### src/hdl/homing_pkg.sv
// package of constants and types for the homing sequencer
// Behaviour
// - launch codes one to six start homing
// - index codes only with index pulse fitted
// - preset redefines position only at standstill
// - search speed default 60 toward switch
// - retract speed default 6 off switch
// - edge search beyond max distance errors
// - offset travel then take reference point
// - switch directions: bit0 withdraw, bit1 offset
// - index bit0 stored and readable only, index codes stop at the edge with no retract
// - origin value loaded at reference point
// - sixteen bit fault cause readable
// - mode state bit5 on success
// - end on target, error or quick stop
// - interrupted homing gives no valid zero
// - refuse mode change while homing runs
// - parameter writes act immediately, speeds taken only at launch and switch hit
// - index search one revolution, stop at edge
`default_nettype none
package homing_pkg;
  // parameter indices within the homing group
  localparam logic [7:0] IDX_LAUNCH = 8'h01;
  localparam logic [7:0] IDX_PROGRESS = 8'h02;
  localparam logic [7:0] IDX_PRESET = 8'h03;
  localparam logic [7:0] IDX_SEARCH_SPD = 8'h04;
  localparam logic [7:0] IDX_RETRACT_SPD = 8'h05;
  localparam logic [7:0] IDX_MAX_SEARCH = 8'h06;
  localparam logic [7:0] IDX_OFFSET = 8'h07;
  localparam logic [7:0] IDX_SW_DIRS = 8'h09;
  localparam logic [7:0] IDX_INDEX_DIR = 8'h0a;
  localparam logic [7:0] IDX_ORIGIN = 8'h0b;
  localparam logic [7:0] IDX_FAULT = 8'h0d;
  // reset values
  localparam logic [15:0] RST_SEARCH_SPD = 16'h003c;
  localparam logic [15:0] RST_RETRACT_SPD = 16'h0006;
  localparam logic [31:0] RST_MAX_SEARCH = 32'h00030d40;
  localparam logic [31:0] RST_OFFSET = 32'h000000c8;
  localparam logic [15:0] RST_DIRS = 16'h0000;
  localparam logic [31:0] RST_ORIGIN = 32'h00000000;
  // progress word bit positions
  localparam int PRG_FAIL = 15;
  localparam int PRG_DONE = 14;
  localparam int PRG_SOFT = 7;
  localparam int PRG_HOME = 3;
  localparam int PRG_HARD = 2;
  localparam int PRG_NEG = 1;
  localparam int PRG_POS = 0;
  localparam int MODE_REF_OK = 5;
  // command word value for quick stop
  localparam logic [15:0] CMD_QUICK_STOP = 16'h0004;
  // fault cause codes
  localparam logic [15:0] FC_NONE = 16'h0000;
  localparam logic [15:0] FC_BAD_CODE = 16'h0001;
  localparam logic [15:0] FC_NO_EDGE = 16'h0002;
  localparam logic [15:0] FC_WRONG_LIMIT = 16'h0003;
  localparam logic [15:0] FC_HARD_HALT = 16'h0004;
  localparam logic [15:0] FC_SOFT_HALT = 16'h0005;
  localparam logic [15:0] FC_NO_INDEX = 16'h0006;
  // sequencer states, gray from idle through settle, two bits change on the return to idle
  typedef enum logic [2:0] {
    ST_IDLE = 3'b000,
    ST_SEARCH = 3'b001,
    ST_EDGE = 3'b011,
    ST_OFFSET = 3'b010,
    ST_SETTLE = 3'b110
  } homing_state_e;
endpackage : homing_pkg
`default_nettype wire

### src/hdl/homing_param_bank.sv
// writable homing parameter bank
`default_nettype none
module homing_param_bank
  import homing_pkg::*;
(
  input wire logic clk_in,
  input wire logic resetn_in,
  input wire logic wr_en_in,
  input wire logic [7:0] wr_index_in,
  input wire logic [31:0] wr_data_in,
  output logic [15:0] search_speed_out,
  output logic [15:0] retract_speed_out,
  output logic [31:0] max_search_out,
  output logic [31:0] offset_out,
  output logic [1:0] sw_dirs_out,
  output logic index_dir_out,
  output logic [31:0] origin_out
);
  // all parameters in one struct
  typedef struct packed {
    logic [15:0] srch;
    logic [15:0] retr;
    logic [31:0] maxs;
    logic [31:0] offs;
    logic [1:0] dirs;
    logic idir;
    logic [31:0] orig;
  } bank_s;
  bank_s q, d;

  // writes land at once, no commit step
  always_comb
  begin
    d = q;
    if (wr_en_in)
    begin
      unique case (wr_index_in)
        IDX_SEARCH_SPD: d.srch = wr_data_in[15:0];
        IDX_RETRACT_SPD: d.retr = wr_data_in[15:0];
        IDX_MAX_SEARCH: d.maxs = wr_data_in;
        IDX_OFFSET: d.offs = wr_data_in;
        IDX_SW_DIRS: d.dirs = wr_data_in[1:0];
        IDX_INDEX_DIR: d.idir = wr_data_in[0];
        IDX_ORIGIN: d.orig = wr_data_in;
        default: d = q;
      endcase
    end
  end

  // register with documented defaults
  always_ff @(posedge clk_in or negedge resetn_in)
  begin
    if (!resetn_in)
    begin
      q <= '{RST_SEARCH_SPD, RST_RETRACT_SPD, RST_MAX_SEARCH, RST_OFFSET,
             RST_DIRS[1:0], RST_DIRS[0], RST_ORIGIN};
    end
    else
    begin
      q <= d;
    end
  end

  assign search_speed_out = q.srch;
  assign retract_speed_out = q.retr;
  assign max_search_out = q.maxs;
  assign offset_out = q.offs;
  assign sw_dirs_out = q.dirs;
  assign index_dir_out = q.idir;
  assign origin_out = q.orig;
endmodule : homing_param_bank
`default_nettype wire

### src/hdl/homing_step_counter.sv
// up-only step distance counter for homing phases, saturating at 32'h7fff_ffff
`default_nettype none
module homing_step_counter
(
  input wire logic clk_in,
  input wire logic resetn_in,
  input wire logic clear_in,
  input wire logic step_in,
  output logic [31:0] count_out
);
  typedef struct packed {
    logic [31:0] cnt;
  } cnt_s;
  cnt_s q, d;

  // clear has priority, else count steps
  always_comb
  begin
    d = q;
    if (clear_in)
    begin
      d.cnt = 32'h0000_0000;
    end
    else if (step_in && q.cnt != 32'h7fff_ffff)
    begin
      d.cnt = q.cnt + 32'h0000_0001;
    end
  end

  always_ff @(posedge clk_in or negedge resetn_in)
  begin
    if (!resetn_in)
    begin
      q <= '0;
    end
    else
    begin
      q <= d;
    end
  end

  assign count_out = q.cnt;
endmodule : homing_step_counter
`default_nettype wire

### src/hdl/drive_homing_sequencer.sv
// homing sequencer top: parameter access, sequence control, status
`default_nettype none
module drive_homing_sequencer
  import homing_pkg::*;
#(
  parameter bit INDEX_FITTED = 1'b1,
  parameter int unsigned STEPS_PER_REV = 20000
)
(
  input wire logic clk_in,
  input wire logic resetn_in,
  // parameter write port from the fieldbus side
  input wire logic wr_en_in,
  input wire logic [7:0] wr_index_in,
  input wire logic [31:0] wr_data_in,
  // parameter read port, data valid next cycle
  input wire logic [7:0] rd_index_in,
  output logic [31:0] rd_data_out,
  // drive command word write
  input wire logic cmd_wr_in,
  input wire logic [15:0] drive_command_word_in,
  // request to change operating mode
  input wire logic mode_change_req_in,
  output logic mode_change_ack_out,
  // switch and halt inputs, active high when tripped
  input wire logic neg_limit_switch_in,
  input wire logic pos_limit_switch_in,
  input wire logic home_switch_in,
  input wire logic index_pulse_in,
  input wire logic soft_halt_fault_in,
  input wire logic hard_halt_fault_in,
  // motion interface to the step generator
  input wire logic standstill_in,
  input wire logic step_done_in,
  output logic move_en_out,
  output logic move_neg_dir_out,
  output logic [15:0] move_speed_out,
  output logic stop_out,
  output logic pos_load_out,
  output logic [31:0] pos_load_value_out,
  // status
  output logic [15:0] homing_progress_word_out,
  output logic [15:0] homing_fault_cause_out,
  output logic [15:0] mode_state_word_out,
  output logic busy_out
);
  import homing_pkg::*;

  // bank outputs and step counter signals
  logic [15:0] search_speed;
  logic [15:0] retract_speed;
  logic [31:0] max_search;
  logic [31:0] offset_dist;
  logic [1:0] sw_dirs;
  logic index_dir;
  logic [31:0] origin_pos;
  logic [31:0] dist_count;
  logic count_clear;

  // all sequencer state in one struct
  typedef struct packed {
    homing_state_e st;
    logic [2:0] code;       // active launch code
    logic neg;              // current travel direction negative
    logic [15:0] spd;       // current speed
    logic running;          // move enable
    logic stop;             // stop request
    logic load;             // position load pulse
    logic [31:0] load_val;  // value to load
    logic [15:0] progress;  // progress word
    logic [15:0] fault;     // fault cause
    logic ref_ok;           // mode state bit 5
    logic [31:0] preset;    // last preset value
    logic [31:0] rd;        // read data
  } seq_s;
  seq_s q, d;

  homing_param_bank u_bank (
    .clk_in(clk_in),
    .resetn_in(resetn_in),
    .wr_en_in(wr_en_in),
    .wr_index_in(wr_index_in),
    .wr_data_in(wr_data_in),
    .search_speed_out(search_speed),
    .retract_speed_out(retract_speed),
    .max_search_out(max_search),
    .offset_out(offset_dist),
    .sw_dirs_out(sw_dirs),
    .index_dir_out(index_dir),
    .origin_out(origin_pos)
  );

  homing_step_counter u_count (
    .clk_in(clk_in),
    .resetn_in(resetn_in),
    .clear_in(count_clear),
    .step_in(step_done_in),
    .count_out(dist_count)
  );

  // launch code legal check, index codes need index fitted
  function automatic logic code_ok(input logic [15:0] c);
    code_ok = (c >= 16'h0001 && c <= 16'h0004) ||
              (INDEX_FITTED && (c == 16'h0005 || c == 16'h0006));
  endfunction

  // sensed level of the switch targeted by a code
  function automatic logic target_hit(input logic [2:0] c, input logic nl,
                                      input logic pl, input logic hs, input logic ix);
    unique case (c)
      3'd1: target_hit = pl;
      3'd2: target_hit = nl;
      3'd3, 3'd4: target_hit = hs;
      default: target_hit = ix;
    endcase
  endfunction

  // helpers
  logic launch_wr;
  logic preset_wr;
  logic quick_stop;
  logic hit;
  logic is_index;
  logic [31:0] rev_steps;
  assign launch_wr = wr_en_in && wr_index_in == IDX_LAUNCH;
  assign preset_wr = wr_en_in && wr_index_in == IDX_PRESET;
  assign quick_stop = cmd_wr_in && drive_command_word_in == CMD_QUICK_STOP;
  assign hit = target_hit(q.code, neg_limit_switch_in, pos_limit_switch_in,
                          home_switch_in, index_pulse_in);
  assign is_index = q.code == 3'd5 || q.code == 3'd6;
  assign rev_steps = 32'(STEPS_PER_REV);
  assign count_clear = (q.st == ST_IDLE) || (d.st != q.st);

  // sequencer next state
  always_comb
  begin
    logic fail;
    logic [15:0] fcode;
    logic [15:0] ebits;
    fail = 1'b0;
    fcode = FC_NONE;
    ebits = 16'h0000;
    d = q;
    d.load = 1'b0;
    d.stop = 1'b0;
    unique case (q.st)
      ST_IDLE:
      begin
        if (launch_wr)
        begin
          if (code_ok(wr_data_in[15:0]))
          begin
            d.code = wr_data_in[2:0];
            d.ref_ok = 1'b0;
            d.progress = 16'h0000;
            d.fault = FC_NONE;
            d.running = 1'b1;
            // codes 2,3,5 negative search, codes 1,4,6 positive
            d.neg = (wr_data_in[2:0] == 3'd2) || (wr_data_in[2:0] == 3'd3) ||
                    (wr_data_in[2:0] == 3'd5);
            d.spd = search_speed;
            d.st = ST_SEARCH;
          end
          else
          begin
            d.progress = 16'h0000;
            d.progress[PRG_FAIL] = 1'b1;
            d.progress[PRG_DONE] = 1'b1;
            d.fault = FC_BAD_CODE;
          end
        end
        else if (preset_wr && standstill_in)
        begin
          d.preset = wr_data_in;
          d.load = 1'b1;
          d.load_val = wr_data_in;
          d.progress = 16'h0000;
          d.progress[PRG_DONE] = 1'b1;
        end
      end
      ST_SEARCH:
      begin
        if (hit)
        begin
          // leave switch at retract speed
          d.spd = retract_speed;
          if (is_index)
          begin
            // index edge reached: stop here exactly
            d.running = 1'b0;
            d.stop = 1'b1;
            d.st = ST_SETTLE;
          end
          else
          begin
            d.neg = (q.code == 3'd3 || q.code == 3'd4) ? sw_dirs[0] :
                    (q.code == 3'd2) ? 1'b0 : 1'b1;
            d.st = ST_EDGE;
          end
        end
        else if (is_index && dist_count >= rev_steps)
        begin
          fail = 1'b1;
          fcode = FC_NO_INDEX;
        end
      end
      ST_EDGE:
      begin
        if (!hit)
        begin
          d.neg = (q.code == 3'd3 || q.code == 3'd4) ? sw_dirs[1] : q.neg;
          d.st = ST_OFFSET;
        end
        else if (dist_count >= max_search)
        begin
          fail = 1'b1;
          fcode = FC_NO_EDGE;
        end
      end
      ST_OFFSET:
      begin
        if (dist_count >= offset_dist)
        begin
          d.running = 1'b0;
          d.stop = 1'b1;
          d.st = ST_SETTLE;
        end
      end
      ST_SETTLE:
      begin
        if (standstill_in)
        begin
          // once standstill is shown, load origin, flag reference and show done
          d.load = 1'b1;
          d.load_val = origin_pos;
          d.ref_ok = 1'b1;
          d.progress[PRG_DONE] = 1'b1;
          d.st = ST_IDLE;
        end
      end
      default:
      begin
        d.st = ST_IDLE;
        d.running = 1'b0;
      end
    endcase
    // unexpected switch or halt while moving ends with failure
    if (q.st != ST_IDLE && q.st != ST_SETTLE)
    begin
      if (hard_halt_fault_in)
      begin
        fail = 1'b1;
        fcode = FC_HARD_HALT;
        ebits[PRG_HARD] = 1'b1;
      end
      else if (soft_halt_fault_in || quick_stop)
      begin
        fail = 1'b1;
        fcode = FC_SOFT_HALT;
        ebits[PRG_SOFT] = 1'b1;
      end
      else if (neg_limit_switch_in && q.code != 3'd2)
      begin
        fail = 1'b1;
        fcode = FC_WRONG_LIMIT;
        ebits[PRG_NEG] = 1'b1;
      end
      else if (pos_limit_switch_in && q.code != 3'd1)
      begin
        fail = 1'b1;
        fcode = FC_WRONG_LIMIT;
        ebits[PRG_POS] = 1'b1;
      end
      else if (fail && (q.code == 3'd3 || q.code == 3'd4))
      begin
        ebits[PRG_HOME] = 1'b1;
      end
    end
    // quick stop while settling still interrupts the sequence
    else if (q.st == ST_SETTLE && quick_stop)
    begin
      fail = 1'b1;
      fcode = FC_SOFT_HALT;
      ebits[PRG_SOFT] = 1'b1;
    end
    // failure: all status fields at once, no valid zero
    if (fail)
    begin
      d.progress = ebits;
      d.progress[PRG_FAIL] = 1'b1;
      d.progress[PRG_DONE] = 1'b1;
      d.fault = fcode;
      d.ref_ok = 1'b0;
      d.running = 1'b0;
      d.stop = 1'b1;
      d.load = 1'b0;
      d.st = ST_IDLE;
    end
    // read data multiplexer
    unique case (rd_index_in)
      IDX_PROGRESS: d.rd = {16'h0000, q.progress};
      IDX_PRESET: d.rd = q.preset;
      IDX_SEARCH_SPD: d.rd = {16'h0000, search_speed};
      IDX_RETRACT_SPD: d.rd = {16'h0000, retract_speed};
      IDX_MAX_SEARCH: d.rd = max_search;
      IDX_OFFSET: d.rd = offset_dist;
      IDX_SW_DIRS: d.rd = {30'h0, sw_dirs};
      IDX_INDEX_DIR: d.rd = {31'h0, index_dir};
      IDX_ORIGIN: d.rd = origin_pos;
      IDX_FAULT: d.rd = {16'h0000, q.fault};
      IDX_LAUNCH: d.rd = {29'h0, q.code};
      default: d.rd = 32'h0000_0000;
    endcase
  end

  // one register for all state
  always_ff @(posedge clk_in or negedge resetn_in)
  begin
    if (!resetn_in)
    begin
      q <= '{ST_IDLE, 3'h0, 1'b0, 16'h0000, 1'b0, 1'b0, 1'b0, 32'h0,
             16'h0000, FC_NONE, 1'b0, 32'h0, 32'h0};
    end
    else
    begin
      q <= d;
    end
  end

  // mode change refused while a sequence runs
  assign mode_change_ack_out = mode_change_req_in && q.st == ST_IDLE;
  assign busy_out = q.st != ST_IDLE;
  assign move_en_out = q.running;
  assign move_neg_dir_out = q.neg;
  assign move_speed_out = q.spd;
  assign stop_out = q.stop;
  assign pos_load_out = q.load;
  assign pos_load_value_out = q.load_val;
  assign homing_progress_word_out = q.progress;
  assign homing_fault_cause_out = q.fault;
  assign mode_state_word_out = {10'h000, q.ref_ok, 5'h00};
  assign rd_data_out = q.rd;
endmodule : drive_homing_sequencer
`default_nettype wire

### config.mk
export PLATFORM = sky130hd
export DESIGN_NAME = drive_homing_sequencer
export DESIGN_NICKNAME = d
export VERILOG_FILES = /design/src/hdl/homing_pkg.sv /design/src/hdl/homing_param_bank.sv /design/src/hdl/homing_step_counter.sv /design/src/hdl/drive_homing_sequencer.sv
export SDC_FILE = /design/constraint.sdc
export NUM_CORES = 1
export LEC_CHECK = 0
export BUFFER_PORTS_ARGS = -buffer_cell sky130_fd_sc_hd__buf_2
export CAP_MARGIN = 10
export CORE_MARGIN = 2
export CORE_UTILIZATION = 40
export CTS_BUF_LIST = sky130_fd_sc_hd__clkbuf_8 sky130_fd_sc_hd__clkbuf_16
export DETAILED_ROUTE_END_ITERATION = 7
export GPL_ROUTABILITY_DRIVEN = 0
export PLACE_DENSITY = 0.68
export SETUP_SLACK_MARGIN = 0.4
export SKIP_CTS_REPAIR_TIMING = 1
export SYNTH_ARGS = -nofsm -noshare
export SYNTH_HDL_FRONTEND = slang
export SYNTH_SLANG_ARGS = --single-unit
### constraint.sdc
create_clock -name clk_in -period 5.3 [get_ports clk_in]
set_input_delay 1.06 -clock clk_in [delete_from_list [all_inputs] [get_ports clk_in]]
set_output_delay 1.06 -clock clk_in [all_outputs]
set_load 0.02 [all_outputs]
Word-level counts from Yosys, hierarchy flattened:

Cells that the tools add are included.
W data, S select, Z words.

* div/mod/pow operators: 0
* $mul: 0
* $add $sub $neg: 1
* shifts and indexed selects: 0
* reduce and logical (&&, ||, !) cells: 50
* eq/ne operators: 58
* magnitude comparators: 5
* bitwise logic cells: 1
* mux-type cells: 78

Operators by type and width (number)
* $pmux W32 S11: 1
* $mux W16: 9
* $mux W33: 3
* $mux W32: 3
* $pmux W33 S2: 1
* $eq A8 B3 Y1 const B: 8
* $ge A32 B32 Y1: 2
* $pmux W16 S2: 2
* $eq A8 B4 Y1 const B: 7
* $mux W49: 1
* $eq A16 B3 Y1 const B: 3
* $mux W24: 2
* $add A32 B1 Y32 const B: 1
* $ge A32 B15 Y1 const B: 1
* $ne A32 B31 Y1 const B: 1
* $mux W1: 31
* $mux W30: 1
* $eq A8 B2 Y1 const B: 3
* $mux W3: 8
* $mux W19: 1
* $eq A3 B2 Y1 const B: 6
* $reduce_and A2 Y1: 9
* $mux W17: 1
* $eq A8 B1 Y1 const B: 2
* other kinds (28): 86

* memory bits (read-only): 0
* bits in writable memories: 0
* bits in latches: 0
* register bits after elaboration: 318
* memories kept: 0

Depth between registers and ports, before layout:

* word-level depth: 15
* mapped depth: 11
* mapped depth without buffers: 10

Cells and area by module:

Synthesis repeated with hierarchy kept, for this count alone.

* cells, all modules: 1472
* area total of the unflattened synthesis: 16042.9 um^2

By module, submodules not included
* drive_homing_sequencer: cells an instance 993, area an instance 9082.5 um^2, times used 1
* homing_param_bank: cells an instance 286, area an instance 5171.2 um^2, times used 1
* homing_step_counter: cells an instance 193, area an instance 1789.2 um^2, times used 1

Worst setup path after synthesis:

Ideal clock, no wire load.

* path type: input to register
* start point: input wr_index_in[5]
* end point: register q (netlist bit move_speed_out[12])
* path slack: 2.207 ns
* required time: 5.165 ns
* arrival time: 2.958 ns
* path buffers: 1
* stages on the path: 9
* cells stage by stage: or4_4 > nor4_1 > nand3_1 > or2_2 > nand2_1 > nand2_1 > clkbuf_1 > nand2_1 > o21ai_0

* cells in the longest elaborated chain, start to end: 4

RTL lines
* start: declaration: RTL line drive_homing_sequencer.sv:14 `input wire logic [7:0] wr_index_in,`
* $eq A8 B1 Y1: RTL line drive_homing_sequencer.sv:125 `assign launch_wr = wr_en_in && wr_index_in == IDX_LAUNCH;`
* $logic_and A1 B1 Y1: RTL line drive_homing_sequencer.sv:125
* $ne A2 B2 Y1 (no line)
* $reduce_and A4 Y1 (no line)
* end signal: assignment: RTL line drive_homing_sequencer.sv:321 `q <= '{ST_IDLE, 3'h0, 1'b0, 16'h0000, 1'b0, 1'b0, 1'b0, 32'h0,`
* end: declaration: RTL line drive_homing_sequencer.sv:76 `seq_s q, d;`

Every way passes these cells.
A chain may end at the register's enable or synchronous reset.

Final worst setup path:

* start point: register u_bank.q (netlist bit u_bank.offset_out[7])
* end point: register u_count.q (netlist bit u_count.count_out[19])

* cells in the longest elaborated chain, start to end: 7
* elaborated cells between the ends (all ways): 8
* those cells by class: order compare: 1; eq/ne: 1; mux: 4; reduce/logical: 2

RTL lines
* start: declaration: RTL line homing_param_bank.sv:29 `bank_s q, d;`
* start signal: assignment: RTL line homing_param_bank.sv:55 `q <= '{RST_SEARCH_SPD, RST_RETRACT_SPD, RST_MAX_SEARCH, RST_OFFSET,`
* $ge A32 B32 Y1 (*): RTL line drive_homing_sequencer.sv:222 `if (dist_count >= offset_dist)`
* $mux W3 (*): RTL line drive_homing_sequencer.sv:222
* $pmux W3 S5 (*): RTL line drive_homing_sequencer.sv:146 `unique case (q.st)`
* $mux W3 (*): RTL line drive_homing_sequencer.sv:287 `if (fail)`
* $ne A3 B3 Y1 (*): RTL line drive_homing_sequencer.sv:132 `assign count_clear = (q.st == ST_IDLE) || (d.st != q.st);`
* $logic_or A1 B1 Y1 (*): RTL line drive_homing_sequencer.sv:132
* $mux W32 / $reduce_bool A2 Y1 (equally long branches)
* end signal: assignment: RTL line homing_step_counter.sv:34 `q <= '0;`
* end signal: assignment: RTL line homing_step_counter.sv:38 `q <= d;`
* end: declaration: RTL line homing_step_counter.sv:14 `cnt_s q, d;`

Every way passes the cells marked *; elsewhere a longest branch is shown, timed or not.

==> impl_metrics.yaml <==
status:
  outcome: "finished, final reports clean"
timing:
  setup_viol: 0
  clock_skew_ns: 0.0174
  slew_headroom_pct: 30.2
  rsz0062_at_grt: "no"
  hold_viol: 0
  fin_crit_ns: 3.45
  min_period_over_period_pct: 65.2
  fin_tns_setup_ns: 0
  timing.hold.ws_ns: 0.463
  worstMarginPinSlew_ns: 1.05
  fmax_mhz: 290
  final_max_slew_viol_count: 0
setup_path:
  max_stage_delay_ns: 0.72
  cp.required_ns: 5.78
  rr_startpoint: "u_bank.offset_out[7]$_DFFE_PN1P_"
  startpoint_type: "register"
  crit_path_end_kind: "register"
  crit_slowest_cell: "o41ai_1"
  crit_type: "reg -> reg"
  crit_chain: "inv_1 -> ha_1 -> a21oi_1 -> o21ai_0 -> a221o_1 -> o31a_1 -> o41ai_1 -> nand2_1 -> a211o_4 -> nor2_1"
  crit_start: "u_bank.offset_out[7]$_DFFE_PN1P_"
  worstPathArrival_ns: 3.94
  cp_max_fo: 32
detailed_routing:
  drt-wirelength-per-cell_microns: 18.9
  num_vias: 11800
  drtPass1Iterations: 5
  via_per_inst: 5.42
  wl_met2_microns: 19800
  antenna_left: 0
  top_layer: "met5"
  drtIter0Drc: 1057
  wl_met3_microns: 2290
  drt-met1-wl_microns: 18000
  wl_microns: 41000
  drc_errors: 0
floorplan:
  die_h_microns: 202
  core-area_sq_mm: 0.0386
  num_rows: 72
  ioPinCount: 211
  die_area_sq_mm: 0.0407
  start_util_pct: 40.5
  fp.dieW_microns: 202
power:
  ir_worst_vdd_uv: 239
  combPwrFrac_pct: 11.8
  intPower_mw: 3.78
  power.density_mw_per_mm2: 303
  p_clk_share_pct: 40.6
  p_seq_share_pct: 47.6
  switching_power_mw: 1.43
  switching_share_pct: 27.5
  p_leak_nw: 8.67
synth:
  synth_ff_type: "dfrtp_1"
  synthDistinctLibCells: 74
  yosysTopAreaCell: "dfrtp_1"
  ys_async_sr_fraction_pct: 100
  syn-cell-area_sq_mm: 0.0156
  ys_seq_area_share_pct: 47.5
  ys_warn_count: 0
  synth.top_cells.by_area: "dfrtp_1, mux2_2, buf_4"
  synth_commonest_cells: "dfrtp_1, nand2_1, buf_4"
  synth_top_area_share_pct: 45.0
  synth_most_common_cell: "dfrtp_1"
  syn-instance-count: 1569
  ys_ff_latch: 296
  avgSynthCellArea_sq_um: 9.97
  synth_edf_count: 0
global_routing:
  grt_overflow_total: 0
  antenna_found_initial: 1
  grt_pass1_vias: 11400
  grt_max_degree: 120
  grt_pass1_wl_microns: 64800
  grt.total_usage_pct: 20.0
clocking:
  clock_latency_ns: 0.57
  cts.root.buffer_cell: "clkbuf_16"
  cts_buffers: 31
  clkTransAtPathRegs_ns: 0.06
  cts_num_sinks: 296
  ctsHtreeMaxLevel: 1
  cts_tree: "yes"
  clock_path_buffers: 3
finish:
  diodes: 0
  fill_cells: 3592
  post-route-util_pct: 44.6
  final_area_sq_mm: 0.0172
  nets: 1774
  drive_above_1_share_pct: 23.2
  synthToLayoutAreaGrowth_pct: 10.1
place:
  place_area_sq_mm: 0.0162
  portBuffers: 173
  dp_hpwl_microns: 29700
worst_hold_path:
  worstHoldStart: "pos_load_value_out[12]$_DFFE_PN0P_"
  min_path_type: "reg -> reg"
flow_run:
  max-cap-violations: 0
[cell usage in the layout (no fill, tap or decap), types with 4 or more instances in the layout]
master | Yosys | routed
o21ai_0 | 94 | 94
mux2i_1 | 8 | 8
mux2_2 | 106 | 106
o22ai_1 | 4 | 4
a21o_1 | 8 | 8
ha_1 | 66 | 66
a31oi_1 | 5 | 5
inv_1 | 80 | 94
nand2_1 | 222 | 222
nor2b_1 | 7 | 7
conb_1 | 1 | 37
nor3_2 | 2 | 5
nand3_1 | 32 | 32
a22oi_1 | 114 | 114
nand2b_1 | 9 | 9
clkinv_2 | 0 | 7
nor2_2 | 3 | 7
buf_2 | 6 | 172
nor2_1 | 80 | 74
clkbuf_16 | 0 | 31
xnor2_1 | 18 | 18
dfstp_2 | 15 | 15
o211ai_1 | 4 | 4
a222oi_1 | 7 | 7
buf_4 | 129 | 17
nor3_1 | 19 | 16
xor2_1 | 14 | 14
and3_1 | 12 | 11
dfrtp_1 | 281 | 281
nand4_1 | 21 | 21
nand3b_1 | 4 | 4
a21oi_1 | 49 | 49
nor4_1 | 18 | 18
[path summary, 6_finish.rpt]
path                       slack (ns)                                     to  cells after the start
min in group asynchronous        0.56      u_bank.origin_out[29]$_DFFE_PN0P_                      1
min reg2reg                      0.46     pos_load_value_out[12]$_DFFE_PN0P_                      2
min                              0.46     pos_load_value_out[12]$_DFFE_PN0P_                      2
max                              1.85      u_count.count_out[19]$_DFFE_PN0P_                     10
max reg2reg                      1.85      u_count.count_out[19]$_DFFE_PN0P_                     10
max in group asynchronous        3.68  u_bank.max_search_out[16]$_DFFE_PN1P_                      2
[per-stage QoR]
step	instances	setup slack, ns	total power, mW
floorplan	1605	2.21	2.93
global placement	2116	1.51	3.12
finish	2174	1.85	5.21
CTS	2174	1.89	5.25
detailed placement	2116	1.45	3.14
global route	2174	1.69	5.42
[critical path: cells and delay by family, from the launching register on]
family,cells,cell delay (ns)
buffers and inverters,1,0.07
DFF,1,0.51
AOI/OAI and AO/OA,6,2.13
and+or+nand+nor,2,0.32
adders and majority gates,1,0.31
[cell type report]
class	count	area, sq um	share of cell area, %
Clock buffer	31	776	4.50
Sequential cell	296	7430	43.1
Inverter	80	300	1.74
Multi-Input combinational cell	1031	6840	39.7
Clock inverter	27	206	1.20
Tap cell	518	648	3.76
Timing Repair Buffer	191	1020	5.94
[power by group through the flow]
stage	logic, mW	registers (mW)	clock network [mW]
after detailed placement	0.613	2.52	0
after floorplan	0.458	2.47	0
after CTS	0.616	2.48	2.15
after global routing	0.677	2.50	2.24
after global placement	0.601	2.52	0
final	0.615	2.48	2.11
[state kept, by name, summed over array words and instances, names as in the netlist, 3 cells and up]
register	flops
q	38
move_speed_out	16
u_count.count_out	32
pos_load_value_out	32
u_bank.offset_out	32
homing_fault_cause_out	3
rd_data_out	32
u_bank.search_speed_out	16
u_bank.max_search_out	32
homing_progress_word_out	7
u_bank.origin_out	32
u_bank.retract_speed_out	16
[routing by layer]
layer	GRT usage (%)	vias up
met4	5.93	2
met5	0	-
met3	2.33	63
li1	-	5508
met1	27.7	5846
met2	32.9	358
[cell families (layout without fill, tap and decap cells)]
family	count (synthesis)	in the layout	synth area share, %
adder cells (fa/ha/maj)	66	66	5.28
other	1	37	0.0240
buffers and inverters	278	329	9.98
multiplexers	114	114	8.15
AND/OR/NAND/NOR	455	455	13.3
AO/OA/AOI/OAI	327	327	14.0
flip-flops	296	296	47.5
XOR/XNOR	32	32	1.79
No activity file was read; power rests on OpenSTA's default activity.
